--- config.mk ---
export PLATFORM = sky130hd
export DESIGN_NAME = dprs_core
export DESIGN_NICKNAME = d
export VERILOG_FILES = /design/src/core/dprs_pkg.sv /design/src/core/dprs_core.sv
export SDC_FILE = /design/constraint.sdc
export NUM_CORES = 1
export LEC_CHECK = 0
export ABC_AREA = 0
export ABC_CLOCK_PERIOD_IN_PS = 4800
export CORE_ASPECT_RATIO = 1.5
export CORE_UTILIZATION = 30
export CTS_CLUSTER_SIZE = 10
export DETAILED_ROUTE_END_ITERATION = 16
export DONT_BUFFER_PORTS = 1
export SETUP_SLACK_MARGIN = 0.4
export SLEW_MARGIN = 40
export SYNTH_ARGS = -nofsm -noshare
export SYNTH_HDL_FRONTEND = slang
export SYNTH_SLANG_ARGS = --single-unit
export TNS_END_PERCENT = 10
--- constraint.sdc ---
create_clock -name mclk -period 4.8 [get_ports mclk]
set_clock_uncertainty 0.05 [all_clocks]
set_input_delay 0.24 -clock mclk [delete_from_list [all_inputs] [get_ports mclk]]
set_output_delay 0.24 -clock mclk [all_outputs]
set_load 0.02 [all_outputs]
--- src/core/dprs_pkg.sv ---
package dprs_pkg;
   // port count and bus widths
   localparam int NUM_DS    = 3;
   localparam int AW        = 8;
   localparam int DW        = 32;
   localparam int DLY_W     = 8;
   localparam int MIN_W     = 16;
   localparam int PRE_W     = 8;

   // clock and timing, times in their printed unit
   localparam int CLK_PERIOD_NS  = 8;
   localparam int MIN_RST_US     = 200;
   localparam int DLY_UNIT_NS    = 1000;
   localparam int MIN_RST_CYCLES = (MIN_RST_US * 1000 + CLK_PERIOD_NS - 1) / CLK_PERIOD_NS;
   localparam int DLY_TICK_CYCLES = (DLY_UNIT_NS / CLK_PERIOD_NS < 1) ? 1 :
                                    DLY_UNIT_NS / CLK_PERIOD_NS;

   // register groups: address bits [7:4], port index in bits [3:2]
   localparam logic [3:0] GRP_US_BRIDGE = 4'h0;
   localparam logic [3:0] GRP_DS_BRIDGE = 4'h1;
   localparam logic [3:0] GRP_HP_CFG    = 4'h2;
   localparam logic [3:0] GRP_SLOT_CTL  = 4'h3;
   localparam logic [3:0] GRP_STATUS    = 4'h4;

   // bridge_control field
   localparam int SBR_BIT = 6;
   // hotplug_config_control fields
   localparam int HP_MODE_LSB = 0;
   localparam int HP_GPIO_BIT = 2;
   localparam int HP_P2R_LSB  = 8;
   localparam int HP_R2P_LSB  = 16;
   // slot_control field
   localparam int PWR_OFF_BIT = 10;
   // status layout, one byte per port
   localparam int ST_STRIDE  = 8;
   localparam int ST_RSTN    = 0;
   localparam int ST_PWREN   = 1;
   localparam int ST_INRST   = 2;
   localparam int ST_PGOOD   = 3;

   // reset values
   localparam logic [DLY_W-1:0] P2R_INIT  = 8'h0A;
   localparam logic [DLY_W-1:0] R2P_INIT  = 8'h0A;
   localparam logic             PWR_OFF_INIT = 1'b1;

   typedef enum logic [1:0] {
      MODE_PWR_EN    = 2'b00,
      MODE_PWR_GOOD  = 2'b01,
      MODE_HOT_RESET = 2'b10
   } dprs_mode_t;

   typedef enum logic [2:0] {
      ST_ASSERT  = 3'b000,
      ST_PG_WAIT = 3'b001,
      ST_P2R     = 3'b010,
      ST_RUN     = 3'b011,
      ST_R2P     = 3'b100
   } dprs_state_t;
endpackage

--- src/core/dprs_core.sv ---
`timescale 1ns/1ps
module dprs_core
   import dprs_pkg::*;
#(
   parameter int MIN_RST_CYC = MIN_RST_CYCLES
) (
   input  wire logic              mclk,
   input  wire logic              nrst,
   input  wire logic [AW-1:0]     reg_addr,
   input  wire logic [DW-1:0]     reg_wdata,
   input  wire logic              reg_wr,
   input  wire logic              reg_rd,
   output logic      [DW-1:0]     reg_rdata,
   input  wire logic              hot_reset_in,
   input  wire logic [NUM_DS-1:0] link_up,
   input  wire logic [NUM_DS-1:0] slot_power_good_n,
   output logic      [NUM_DS-1:0] port_reset_out_n,
   output logic      [NUM_DS-1:0] port_reset_oe,
   output logic      [NUM_DS-1:0] slot_power_enable_out,
   output logic      [NUM_DS-1:0] ts1_hot_reset,
   output logic      [NUM_DS-1:0] tlp_flush,
   output logic      [NUM_DS-1:0] port_logic_reset,
   output logic      [NUM_DS-1:0] ds_sec_unsupported,
   output logic                   us_sec_unsupported
);

   localparam logic [MIN_W-1:0] MIN_LOAD = MIN_W'(MIN_RST_CYC - 1);
   localparam logic [PRE_W-1:0] PRE_LAST = PRE_W'(DLY_TICK_CYCLES - 1);

   logic                us_sbr_reg;
   logic [NUM_DS-1:0]   ds_sbr_reg;
   dprs_mode_t          mode_reg  [NUM_DS];
   logic [NUM_DS-1:0]   gpio_en_reg;
   logic [DLY_W-1:0]    p2r_reg   [NUM_DS];
   logic [DLY_W-1:0]    r2p_reg   [NUM_DS];
   logic [NUM_DS-1:0]   pwr_off_reg;
   dprs_state_t         st_reg    [NUM_DS];
   logic [DLY_W-1:0]    dly_reg   [NUM_DS];
   logic [MIN_W-1:0]    min_reg   [NUM_DS];
   logic [PRE_W-1:0]    pre_reg;
   logic                tick;
   logic [NUM_DS-1:0]   rst_n_reg;
   logic [NUM_DS-1:0]   pe_reg;
   logic [NUM_DS-1:0]   pg_meta_reg;
   logic [NUM_DS-1:0]   pg_n_reg;
   logic [NUM_DS-1:0]   in_rst;
   logic [NUM_DS-1:0]   in_rst_d_reg;
   logic [NUM_DS-1:0]   hr_trig;
   logic [NUM_DS-1:0]   min_done;
   logic [NUM_DS-1:0]   ts1_reg;
   logic [NUM_DS-1:0]   flush_reg;
   logic [NUM_DS-1:0]   ur_ds_reg;
   logic                ur_us_reg;
   logic [DW-1:0]       rdata_reg;
   logic [DW-1:0]       rdata_next;

   // port index of a per-port register, valid only below NUM_DS
   function automatic int port_of(input logic [AW-1:0] a);
      return int'(a[3:2]);
   endfunction

   function automatic logic port_ok(input logic [AW-1:0] a);
      return (port_of(a) < NUM_DS) && (a[1:0] == 2'b00);
   endfunction

   // a port is in secondary bus reset from either bridge
   always_comb begin
      for (int i = 0; i < NUM_DS; i++) begin
         in_rst[i]   = us_sbr_reg | ds_sbr_reg[i];
         hr_trig[i]  = hot_reset_in | in_rst[i];
         min_done[i] = (min_reg[i] == '0);
      end
   end

   // power-good pins come from outside, two flops before use
   always_ff @(posedge mclk or negedge nrst) begin
      if (!nrst) begin
         pg_meta_reg <= '1;
         pg_n_reg    <= '1;
      end else begin
         pg_meta_reg <= slot_power_good_n;
         pg_n_reg    <= pg_meta_reg;
      end
   end

   // upstream bridge control, written at any time
   always_ff @(posedge mclk or negedge nrst) begin
      if (!nrst) begin
         us_sbr_reg <= 1'b0;
      end else if (reg_wr && reg_addr[7:4] == GRP_US_BRIDGE && reg_addr[3:0] == 4'h0) begin
         us_sbr_reg <= reg_wdata[SBR_BIT];
      end
   end

   // downstream bridge and slot control registers return to init during upstream reset
   always_ff @(posedge mclk or negedge nrst) begin
      if (!nrst) begin
         ds_sbr_reg  <= '0;
         pwr_off_reg <= {NUM_DS{PWR_OFF_INIT}};
      end else if (us_sbr_reg) begin
         ds_sbr_reg  <= '0;
         pwr_off_reg <= {NUM_DS{PWR_OFF_INIT}};
      end else if (reg_wr && port_ok(reg_addr)) begin
         if (reg_addr[7:4] == GRP_DS_BRIDGE) begin
            ds_sbr_reg[port_of(reg_addr)] <= reg_wdata[SBR_BIT];
         end else if (reg_addr[7:4] == GRP_SLOT_CTL) begin
            pwr_off_reg[port_of(reg_addr)] <= reg_wdata[PWR_OFF_BIT];
         end
      end
   end

   // unlock-writable config survives secondary bus resets
   always_ff @(posedge mclk or negedge nrst) begin
      if (!nrst) begin
         for (int i = 0; i < NUM_DS; i++) begin
            mode_reg[i] <= MODE_PWR_EN;
            p2r_reg[i]  <= P2R_INIT;
            r2p_reg[i]  <= R2P_INIT;
         end
         gpio_en_reg <= '0;
      end else if (reg_wr && port_ok(reg_addr) && reg_addr[7:4] == GRP_HP_CFG) begin
         mode_reg[port_of(reg_addr)]    <= dprs_mode_t'(reg_wdata[HP_MODE_LSB +: 2]);
         gpio_en_reg[port_of(reg_addr)] <= reg_wdata[HP_GPIO_BIT];
         p2r_reg[port_of(reg_addr)]     <= reg_wdata[HP_P2R_LSB +: DLY_W];
         r2p_reg[port_of(reg_addr)]     <= reg_wdata[HP_R2P_LSB +: DLY_W];
      end
   end

   // read mux; config reads answer even while ports are in reset
   always_comb begin
      rdata_next = '0;
      if (reg_addr[7:4] == GRP_US_BRIDGE && reg_addr[3:0] == 4'h0) begin
         rdata_next[SBR_BIT] = us_sbr_reg;
      end else if (reg_addr[7:4] == GRP_STATUS && reg_addr[3:0] == 4'h0) begin
         for (int i = 0; i < NUM_DS; i++) begin
            rdata_next[i*ST_STRIDE + ST_RSTN]  = rst_n_reg[i];
            rdata_next[i*ST_STRIDE + ST_PWREN] = pe_reg[i];
            rdata_next[i*ST_STRIDE + ST_INRST] = in_rst[i];
            rdata_next[i*ST_STRIDE + ST_PGOOD] = ~pg_n_reg[i];
         end
      end else if (!port_ok(reg_addr)) begin
         rdata_next = '0;
      end else if (reg_addr[7:4] == GRP_DS_BRIDGE) begin
         rdata_next[SBR_BIT] = ds_sbr_reg[port_of(reg_addr)];
      end else if (reg_addr[7:4] == GRP_HP_CFG) begin
         rdata_next[HP_MODE_LSB +: 2]     = mode_reg[port_of(reg_addr)];
         rdata_next[HP_GPIO_BIT]          = gpio_en_reg[port_of(reg_addr)];
         rdata_next[HP_P2R_LSB +: DLY_W]  = p2r_reg[port_of(reg_addr)];
         rdata_next[HP_R2P_LSB +: DLY_W]  = r2p_reg[port_of(reg_addr)];
      end else if (reg_addr[7:4] == GRP_SLOT_CTL) begin
         rdata_next[PWR_OFF_BIT] = pwr_off_reg[port_of(reg_addr)];
      end
   end

   // read data stands only in the cycle after the strobe
   always_ff @(posedge mclk or negedge nrst) begin
      if (!nrst) begin
         rdata_reg <= '0;
      end else begin
         rdata_reg <= reg_rd ? rdata_next : '0;
      end
   end

   // secondary reset side effects toward stacks and queues
   always_ff @(posedge mclk or negedge nrst) begin
      if (!nrst) begin
         in_rst_d_reg <= '0;
         ts1_reg      <= '0;
         flush_reg    <= '0;
         ur_ds_reg    <= '0;
         ur_us_reg    <= 1'b0;
      end else begin
         in_rst_d_reg <= in_rst;
         ts1_reg      <= in_rst & link_up;
         flush_reg    <= in_rst & ~in_rst_d_reg;
         ur_ds_reg    <= in_rst;
         ur_us_reg    <= us_sbr_reg;
      end
   end

   // shared prescaler makes the delay unit; one divider saves area
   always_ff @(posedge mclk or negedge nrst) begin
      if (!nrst) begin
         pre_reg <= '0;
      end else begin
         pre_reg <= tick ? '0 : pre_reg + 8'h01;
      end
   end
   assign tick = (pre_reg == PRE_LAST);

   // minimum assertion width, reloaded while the output is negated
   always_ff @(posedge mclk or negedge nrst) begin
      if (!nrst) begin
         for (int i = 0; i < NUM_DS; i++) begin
            min_reg[i] <= MIN_LOAD;
         end
      end else begin
         for (int i = 0; i < NUM_DS; i++) begin
            if (rst_n_reg[i]) begin
               min_reg[i] <= MIN_LOAD;
            end else if (!min_done[i]) begin
               min_reg[i] <= min_reg[i] - 16'h0001;
            end
         end
      end
   end

   // per-port reset output sequencer
   always_ff @(posedge mclk or negedge nrst) begin
      if (!nrst) begin
         for (int i = 0; i < NUM_DS; i++) begin
            st_reg[i]  <= ST_ASSERT;
            dly_reg[i] <= '0;
         end
         rst_n_reg <= '0;
         pe_reg    <= '0;
      end else begin
         for (int i = 0; i < NUM_DS; i++) begin
            if (tick && dly_reg[i] != '0) begin
               dly_reg[i] <= dly_reg[i] - 8'h01;
            end
            if (mode_reg[i] == MODE_HOT_RESET) begin
               pe_reg[i] <= ~pwr_off_reg[i];
               if (hr_trig[i]) begin
                  st_reg[i]    <= ST_ASSERT;
                  rst_n_reg[i] <= 1'b0;
               end else if (min_done[i]) begin
                  st_reg[i]    <= ST_RUN;
                  rst_n_reg[i] <= 1'b1;
               end
            end else begin
               case (st_reg[i])
                  ST_ASSERT: begin
                     rst_n_reg[i] <= 1'b0;
                     if (!pwr_off_reg[i]) begin
                        pe_reg[i] <= 1'b1;
                        if (mode_reg[i] == MODE_PWR_GOOD) begin
                           st_reg[i] <= ST_PG_WAIT;
                        end else begin
                           st_reg[i]  <= ST_P2R;
                           dly_reg[i] <= p2r_reg[i];
                        end
                     end
                  end
                  ST_PG_WAIT: begin
                     if (pwr_off_reg[i]) begin
                        st_reg[i]  <= ST_R2P;
                        dly_reg[i] <= r2p_reg[i];
                     end else if (!pg_n_reg[i]) begin
                        st_reg[i]  <= ST_P2R;
                        dly_reg[i] <= p2r_reg[i];
                     end
                  end
                  ST_P2R: begin
                     if (pwr_off_reg[i]) begin
                        st_reg[i]  <= ST_R2P;
                        dly_reg[i] <= r2p_reg[i];
                     end else if (mode_reg[i] == MODE_PWR_GOOD && pg_n_reg[i]) begin
                        st_reg[i] <= ST_PG_WAIT;
                     end else if (dly_reg[i] == '0 && min_done[i]) begin
                        st_reg[i]    <= ST_RUN;
                        rst_n_reg[i] <= 1'b1;
                     end
                  end
                  ST_RUN: begin
                     if (pwr_off_reg[i]) begin
                        st_reg[i]    <= ST_R2P;
                        rst_n_reg[i] <= 1'b0;
                        dly_reg[i]   <= r2p_reg[i];
                     end else if (mode_reg[i] == MODE_PWR_GOOD && pg_n_reg[i]) begin
                        st_reg[i]    <= ST_ASSERT;
                        rst_n_reg[i] <= 1'b0;
                     end else begin
                        rst_n_reg[i] <= 1'b1;
                     end
                  end
                  ST_R2P: begin
                     rst_n_reg[i] <= 1'b0;
                     if (dly_reg[i] == '0) begin
                        pe_reg[i] <= 1'b0;
                        st_reg[i] <= ST_ASSERT;
                     end
                  end
                  default: begin
                     st_reg[i]    <= ST_ASSERT;
                     rst_n_reg[i] <= 1'b0;
                  end
               endcase
            end
         end
      end
   end

   // pins float until software selects the reset function
   assign port_reset_out_n      = rst_n_reg;
   assign port_reset_oe         = gpio_en_reg;
   assign slot_power_enable_out = pe_reg;
   assign ts1_hot_reset         = ts1_reg;
   assign tlp_flush             = flush_reg;
   assign port_logic_reset      = in_rst_d_reg;
   assign ds_sec_unsupported    = ur_ds_reg;
   assign us_sec_unsupported    = ur_us_reg;
   assign reg_rdata             = rdata_reg;

   for (genvar g = 0; g < NUM_DS; g++) begin : g_chk
      logic [MIN_W-1:0] low_len_reg;
      // counts cycles of the current reset assertion, saturating
      always_ff @(posedge mclk or negedge nrst) begin
         if (!nrst) begin
            low_len_reg <= '0;
         end else if (rst_n_reg[g]) begin
            low_len_reg <= '0;
         end else if (low_len_reg != '1) begin
            low_len_reg <= low_len_reg + 16'h0001;
         end
      end

   end
endmodule

==> results.txt, run 1 <==
The run finished, with violations left. The checks that failed: negative hold slack. The clock passes through at most 2 buffers.

The logs give 105 for the number of primary I/O pins and 0 for the global route total overflow. The routed wirelength normalized by instance count is 18.6 um. The count of nets left with antenna violations after detail routing came out at 0. Synthesis instantiated 77 different standard cells from the library.

The share of synthesized area occupied by flip-flops and latches was 0.445; the first-pass iteration count of the detailed router was 5. CTS H-tree depth: 4. The number of gates resized after CTS was 0. Setup violations remaining at the end of the flow were counted as 0.

The tools report the final routed DRC violation total as 0. The cell sitting at the root of the clock tree is a clkbuf_16. The tools report the number of cells after detailed placement as 1,595.

Entering global routing, the biggest net connects 197 pins. The share of layout cells above drive strength 1 came out at 0.144. Worst reg-to-reg path cell count: 5.

In this run the vertical extent of the chip is 238 um. Wires add up to 30,800 um. End of the worst register-to-register path: st_reg[2].

The count of cells in the finished layout, fillers not included, comes to 1,660. The count of flip-flops with a built-in enable after synthesis works out to 0. The die covers 0.0380 mm2. The worst path needs 2680 ps of the cycle, external delays included.

For the cell area after technology mapping, the log shows 0.0112 mm2. The logs give 1,179 for the gate count of the mapped netlist and 17 for the clock buffer count from CTS. Setup slack on the critical path of the routed design comes to 2120 ps.

The setup total negative slack was 0 ps; the number of global-route vias before repair was 8,887. Each instance of the synthesized netlist takes up on average 9.47 um2. For this design the static power due to leakage is 0.00516 uW.

In the final design database the tool counted 1,226 nets. The power density relative to cell area is 463 mW/mm2. TritonCTS built the clock tree. The hold buffer count at CTS was 33; the x dimension of the die was 159 um. Synthesis inferred 196 register bits. The global-route total usage across every layer is 0.165.

IR analysis of the VDD net gives a maximum drop of 0.208 mV. The final period utilization was 0.558. In this run the worst path has a maximum fanout of 17. Final hold violation count: 196. The clock reaches the later pin of the worst-skew pair after 460 ps. The count of buffers inserted at the top-level ports is 0, and the transition time at the pin with the least slew margin is 820 ps. For the worst setup path, the data required time is 5110 ps. The final HPWL from detailed placement came out at 21,500 um.

The worst register-to-register path begins at min_reg[6]. The run gives 0 as the count of synthesis-stage warnings from yosys. The clock transition time at the flip-flop clock pins of the worst setup and hold paths is 70 ps. The count of inserted antenna diode cells is 0, and the wire length of the first global-routing pass is 49,000 um.

The endpoint type of the worst setup path was a register. Row generation in the floorplan step produced 86 rows. The register with the most flip-flops in the layout has 48 of them.

The number of buffers inserted by post-CTS setup repair is 0, and the number of vias after detailed routing is 9,005. Kind of start point of the critical path: a register. The relative max-transition margin came out at 0.447. The type of the most critical hold path was input port to async pin. The critical path is of the register to register type. Setup repair after global routing left no endpoint under its margin.

From synthesis to final layout, the design area changed by 11.2%. For the total count of max-transition violations in the final report, the log shows 0. The run gives 0.304 as the starting utilization of the core area. The final weighted congestion in routability-driven placement was 0.869.

The most used flip-flop cell after synthesis is dfrtp_1. The tools report the initial antenna violation count as 1. Data on the critical path arrives at its endpoint at 2990 ps. The timing-limited maximum frequency is 373 MHz, and the core box area is 0.0367 mm2.

For flop-to-flop paths, the worst setup slack is 2120 ps. The worst hold-check slack is -573 ps, and the share of async-settable or async-resettable flops after synthesis is 1.00. The number of sinks handled by clock tree synthesis was 196; the max-cap check violation count was 0. The first routing iteration left 668 violations.

In the routed layout, each cell is associated on average with a via count of 5.42. The tools report the setup slack after placement as 2000 ps.
-- per-stage QoR --
| stage | power (uW) | instance area [um2] | utilization |
|---|---|---|---|
| 3_3_place_gp | 4230 | 11500 | 0.312 |
| 6_report | 5750 | 12400 | 0.338 |
| 3_5_place_dp | 4280 | 11500 | 0.313 |
| 4_1_cts | 5780 | 12400 | 0.338 |
| 5_1_grt | 6120 | 12400 | 0.338 |
| 2_1_floorplan | 3820 | 11200 | - |
-- report_power, final --
group	internal, uW	switching (uW)
sequential	1930	497
combinational	814	1080
clock	761	668
total	3510	2240
-- how the worst max path moves through the flow --
stage,endpoint,cells after the start,startpoint,slack (ps)
final,st_reg[2],5,min_reg[6],2120
after global routing,st_reg[2],5,min_reg[6],1920
after CTS,st_reg[6],5,min_reg[36],2130
after detailed placement,r2p_reg[2],6,reg_addr[7],2000
after global placement,r2p_reg[0],6,reg_addr[7],2040
after floorplan,dly_reg[7],5,dly_reg[2],2690
-- worst max-delay path, cell delays in order, from the launching register on --
cell and delay (ps):
dfrtp_1 390, or4_1 650, nand4bb_1 710, a21oi_1 330, o211ai_1 220, a21o_1 220
-- Yosys cell counts, drive strengths merged, types with 12 or more instances --
cell type  instances  share of area
o21ai             66          0.030
a22oi             19          0.013
mux2              61          0.062
ha                12          0.013
o211ai            14         0.0094
nor2             129          0.043
a21oi             52          0.023
clkbuf            52          0.017
nand2             62          0.021
nor3              44          0.020
buf               28          0.015
mux2i             34          0.030
dfrtp            151           0.34
nor2b             28          0.016
inv               34          0.011
xnor2             13          0.010
xor2              38          0.030
dfstp             45           0.11
nand4             16         0.0090
nand2b            35          0.020
nand3             40          0.019
nor4              19          0.012
and2              12         0.0067
-- cells by family (layout without fill, tap and decap cells) --
kind of cell    Yosys count  count (layout)  synth area share
flops                   196             196             0.445
buf+inv                 114             101            0.0444
mux                      95              95            0.0921
fa+ha+maj                12              12            0.0135
compound gates          250             250             0.147
simple gates            460             460             0.218
other cells               1              11          0.000336
xor+xnor                 51              51            0.0400
-- area by class of cell --
cell class,instances,area [um2]
inverter,34,128
clock buffer,22,474
clock inverter,10,98.8
tap,484,606
sequential,196,4960
multi-input combinational,879,5790
fill,3785,24300
timing repair buffer,35,345
-- cells in the final DEF (no fill, tap or decap), drive strengths merged, types with 19 or more instances in the layout --
cell type / instances
dfrtp: 151
nor2: 129
o21ai: 66
nand2: 62
mux2: 61
a21oi: 52
dfstp: 45
nor3: 44
nand3: 40
xor2: 38
inv: 36
nand2b: 35
mux2i: 34
dlygate4sd3: 33
nor2b: 28
clkbuf: 22
a22oi: 19
nor4: 19
-- routing by layer --
layer / vias up / share of wire / global-route usage
li1: 4196 / - / -
met1: 4478 / 0.41 / 0.198
met2: 274 / 0.50 / 0.282
met3: 55 / 0.055 / 0.0379
met4: 2 / 0.030 / 0.0705
met5: - / 0.00042 / 0
(Power assumes the default switching activity.)
==> inputs of run 2 (changes only) <==
--- a/config.mk
+++ b/config.mk
@@ -6,7 +6,7 @@
 export NUM_CORES = 1
 export LEC_CHECK = 0
 export ABC_AREA = 0
-export ABC_CLOCK_PERIOD_IN_PS = 4800
+export ABC_CLOCK_PERIOD_IN_PS = 2150
 export CORE_ASPECT_RATIO = 1.5
 export CORE_UTILIZATION = 30
 export CTS_CLUSTER_SIZE = 10
==> constraint.sdc (replaced) <==
create_clock -name mclk -period 2.15 [get_ports mclk]
set_clock_uncertainty 0.05 [all_clocks]
set_input_delay 0.1075 -clock mclk [delete_from_list [all_inputs] [get_ports mclk]]
set_output_delay 0.1075 -clock mclk [all_outputs]
set_load 0.02 [all_outputs]
==> results.txt, run 2 (synthesis gave the netlist of run 1 again) <==
The worst setup path endpoint is dly_reg[7] (was st_reg[2]). The cell depth of the worst setup path is 5 (unchanged), and the number of sinks handled by clock tree synthesis is 196 (unchanged). Most used routing layer: met2 (unchanged). The type of the most critical hold path was input port to async pin (unchanged). The global route total overflow came out at 0 (unchanged). The flow ran to the end, but the final reports show violations. The final period utilization was 0.989 (was 0.558); the top fanout value on the critical path was 2 (was 17). Violations in the final reports: negative hold slack (unchanged). The most common library cell in the layout ignoring fill and taps was dfrtp_1 (unchanged). The DRC marker count from the first detailed-route iteration came out at 698 (was 668). The tools report the first element of the critical path as dly_reg[5] (was min_reg[6]).

The global-route met3 utilization is 0.0299 (was 0.0379). The count of nets left with antenna violations after detail routing was 0 (unchanged). For the source-to-sink clock delay at the later pin of the worst-skew pair, the log shows 460 ps (about the same). The endpoint type of the worst setup path is a register (unchanged).

The buffer and inverter count on the worst path works out to 0 (unchanged). The tools report the final hold violation count as 196 (unchanged). For the final design utilization, the log shows 0.370 (was 0.338). The global-route total usage across every layer was 0.176 (was 0.165).

The run gives 0.207 (was 0.198) as the met1 track demand over resource. The number of primary I/O pins came out at 105 (unchanged). The relative max-transition margin was 0.478 (was 0.447); the area of the die was 0.0380 mm2 (unchanged). The die span in y is 238 um (unchanged). Commonest cells after routing, fill and taps aside: dfrtp_1, nor2_1, buf_4 (was dfrtp_1, nor2_1, o21ai_0). For the setup slack after placement, the log shows -2.26 ps (was 2000 ps). The run gives 23.1 ps (was 2120 ps) as the final critical-path setup slack. The delay of the slowest cell on the worst path came out at 530 ps (was 710 ps). The root buffer cell was clkbuf_16 (unchanged).

Buffer depth of the longest clock path: 2 (unchanged). The total count of max-transition violations in the final report came out at 0 (unchanged). The first-pass iteration count of the detailed router is 5 (unchanged). The source of the worst register-to-register timing path is dly_reg[5] (was min_reg[6]). The total wire length is 33,000 um (was 30,800 um). The power density relative to cell area was 1040 mW/mm2 (was 463 mW/mm2).

The largest vdd supply drop was 0.591 mV (was 0.208 mV). The tools report the required time at the worst-slack endpoint as 2460 ps (was 5110 ps). Final routed DRC violation total: 0 (unchanged). For the final HPWL from detailed placement, the log shows 23,400 um (was 21,500 um).

For the max-cap check violation count, the log shows 0 (unchanged). The routed wirelength normalized by instance count was 18.6 um (about the same). The wire length of the first global-routing pass is 51,900 um (was 49,000 um), and the worst hold-check slack is -691 ps (was -573 ps).

The CTS H-tree depth came out at 4 (unchanged). The run gives 2430 ps (was 2990 ps) as the arrival time of data at the critical path endpoint. The number of core rows was 86 (unchanged); the final-stage net count was 1,337 (was 1,226).

Kind of critical path: register to register (unchanged). The critical path's slowest cell was or4_4 (was nand4bb_1). The register-to-register setup slack was 20 ps (was 2120 ps).

The x dimension of the die works out to 159 um (unchanged). The run gives 0.00577 uW (was 0.00516 uW) as the leakage power. The final period demand of the worst path was 2130 ps (was 2680 ps); the initial antenna violation count was 1 (unchanged). Cell occurring most often along the worst timing path: or4_4. The clock transition time at the flip-flop clock pins of the worst setup and hold paths came out at 70 ps (about the same). Cells traversed along the worst timing path: or4_4 > or4_4 > or3_1 > a32o_1 > o41ai_2 (was or4_1 > nand4bb_1 > a21oi_1 > o211ai_1 > a21o_1). The critical path's top delay family was simple AND/OR/NAND/NOR gates (unchanged). Count of buffers inserted at the top-level ports: 0 (unchanged). The run gives 197 (unchanged) as the maximum number of pins on one net before global-route repair. The final weighted congestion in routability-driven placement was 0.951 (was 0.869); the number of flip-flops in the largest register was 48 (unchanged).

The tools report the starting utilization of the core area as 0.304 (unchanged). The timing-limited maximum frequency came out at 470 MHz (was 373 MHz). TritonCTS built the clock tree. The core box area is 0.0367 mm2 (unchanged), and the number of vias per cell is 5.38 (was 5.42). The run gives 17 (unchanged) as the clock buffer count from CTS. The tools report the setup total negative slack as 0 ps (unchanged).

For the number of global-route vias before repair, the log shows 9,375 (was 8,887). The area growth from synthesis to layout works out to 21.7% (was 11.2%). Number of vias after detailed routing: 9,531 (was 9,005). The share of layout cells above drive strength 1 works out to 0.251 (was 0.144). The worst reg-to-reg path cell count was 5 (unchanged). The global routing usage on met2 came out at 0.306 (was 0.282).

The transition time at the pin with the least slew margin is 777 ps (was 820 ps). Setup repair after global routing could not meet its margin everywhere. The number of setup violations in the final report was 0 (unchanged).

The hold buffer count at CTS came out at 39 (was 33). The kind of start point of the critical path was a register (unchanged). The end of the worst register-to-register path is dly_reg[7] (was st_reg[2]).
==> run 2: routing by layer <==
layer | routed length (um) | part of all wire
met2 | 16600 | 0.50
met4 | 1490 | 0.045
met1 | 13400 | 0.40
met3 | 1570 | 0.048
met5 | 0 | 0
==> run 2: what timing repair did <==
action                                  CTS  global route
endpoints found under the setup margin   82           118
pin swaps                                11            11
hold endpoints to repair                292           196
buffers inserted                          8             7
resized for setup                        15            50
==> run 2: report_power, final <==
group	switching (uW)	internal, uW
sequential	776	4320
clock	1580	1740
combinational	3160	2590
total	5520	8650
==> run 2: how the worst min path moves through the flow <==
stage | from | end | slack, ps | cells past startpoint
after floorplan | nrst | dly_reg[0] | -240 | 0
after global placement | nrst | min_reg[20] | -230 | 0
after detailed placement | nrst | ds_sec_unsupported[2] | -230 | 0
after CTS | nrst | ds_sec_unsupported[2] | -740 | 0
after global routing | nrst | st_reg[4] | -720 | 0
final | nrst | min_reg[20] | -690 | 0
==> run 2: per-stage QoR <==
stage               power [uW]  instance area (um2)  std cells
floorplan                 8570                11300       1189
global placement         10300                12200       1685
detailed placement       10300                12200       1685
CTS                      13900                13300       1764
global route             15100                13600       1772
finish                   14200                13600       1772
==> run 2: final cells by class <==
cell class / count / area [um2]
repair buffers: 146 / 1210
multi-input cells: 879 / 6060
inverters: 34 / 128
fillers: 3667 / 23100
diodes: 1 / 2.50
well taps: 484 / 606
flip-flops and latches: 196 / 4960
clock inverters: 12 / 139
clock buffers: 20 / 467
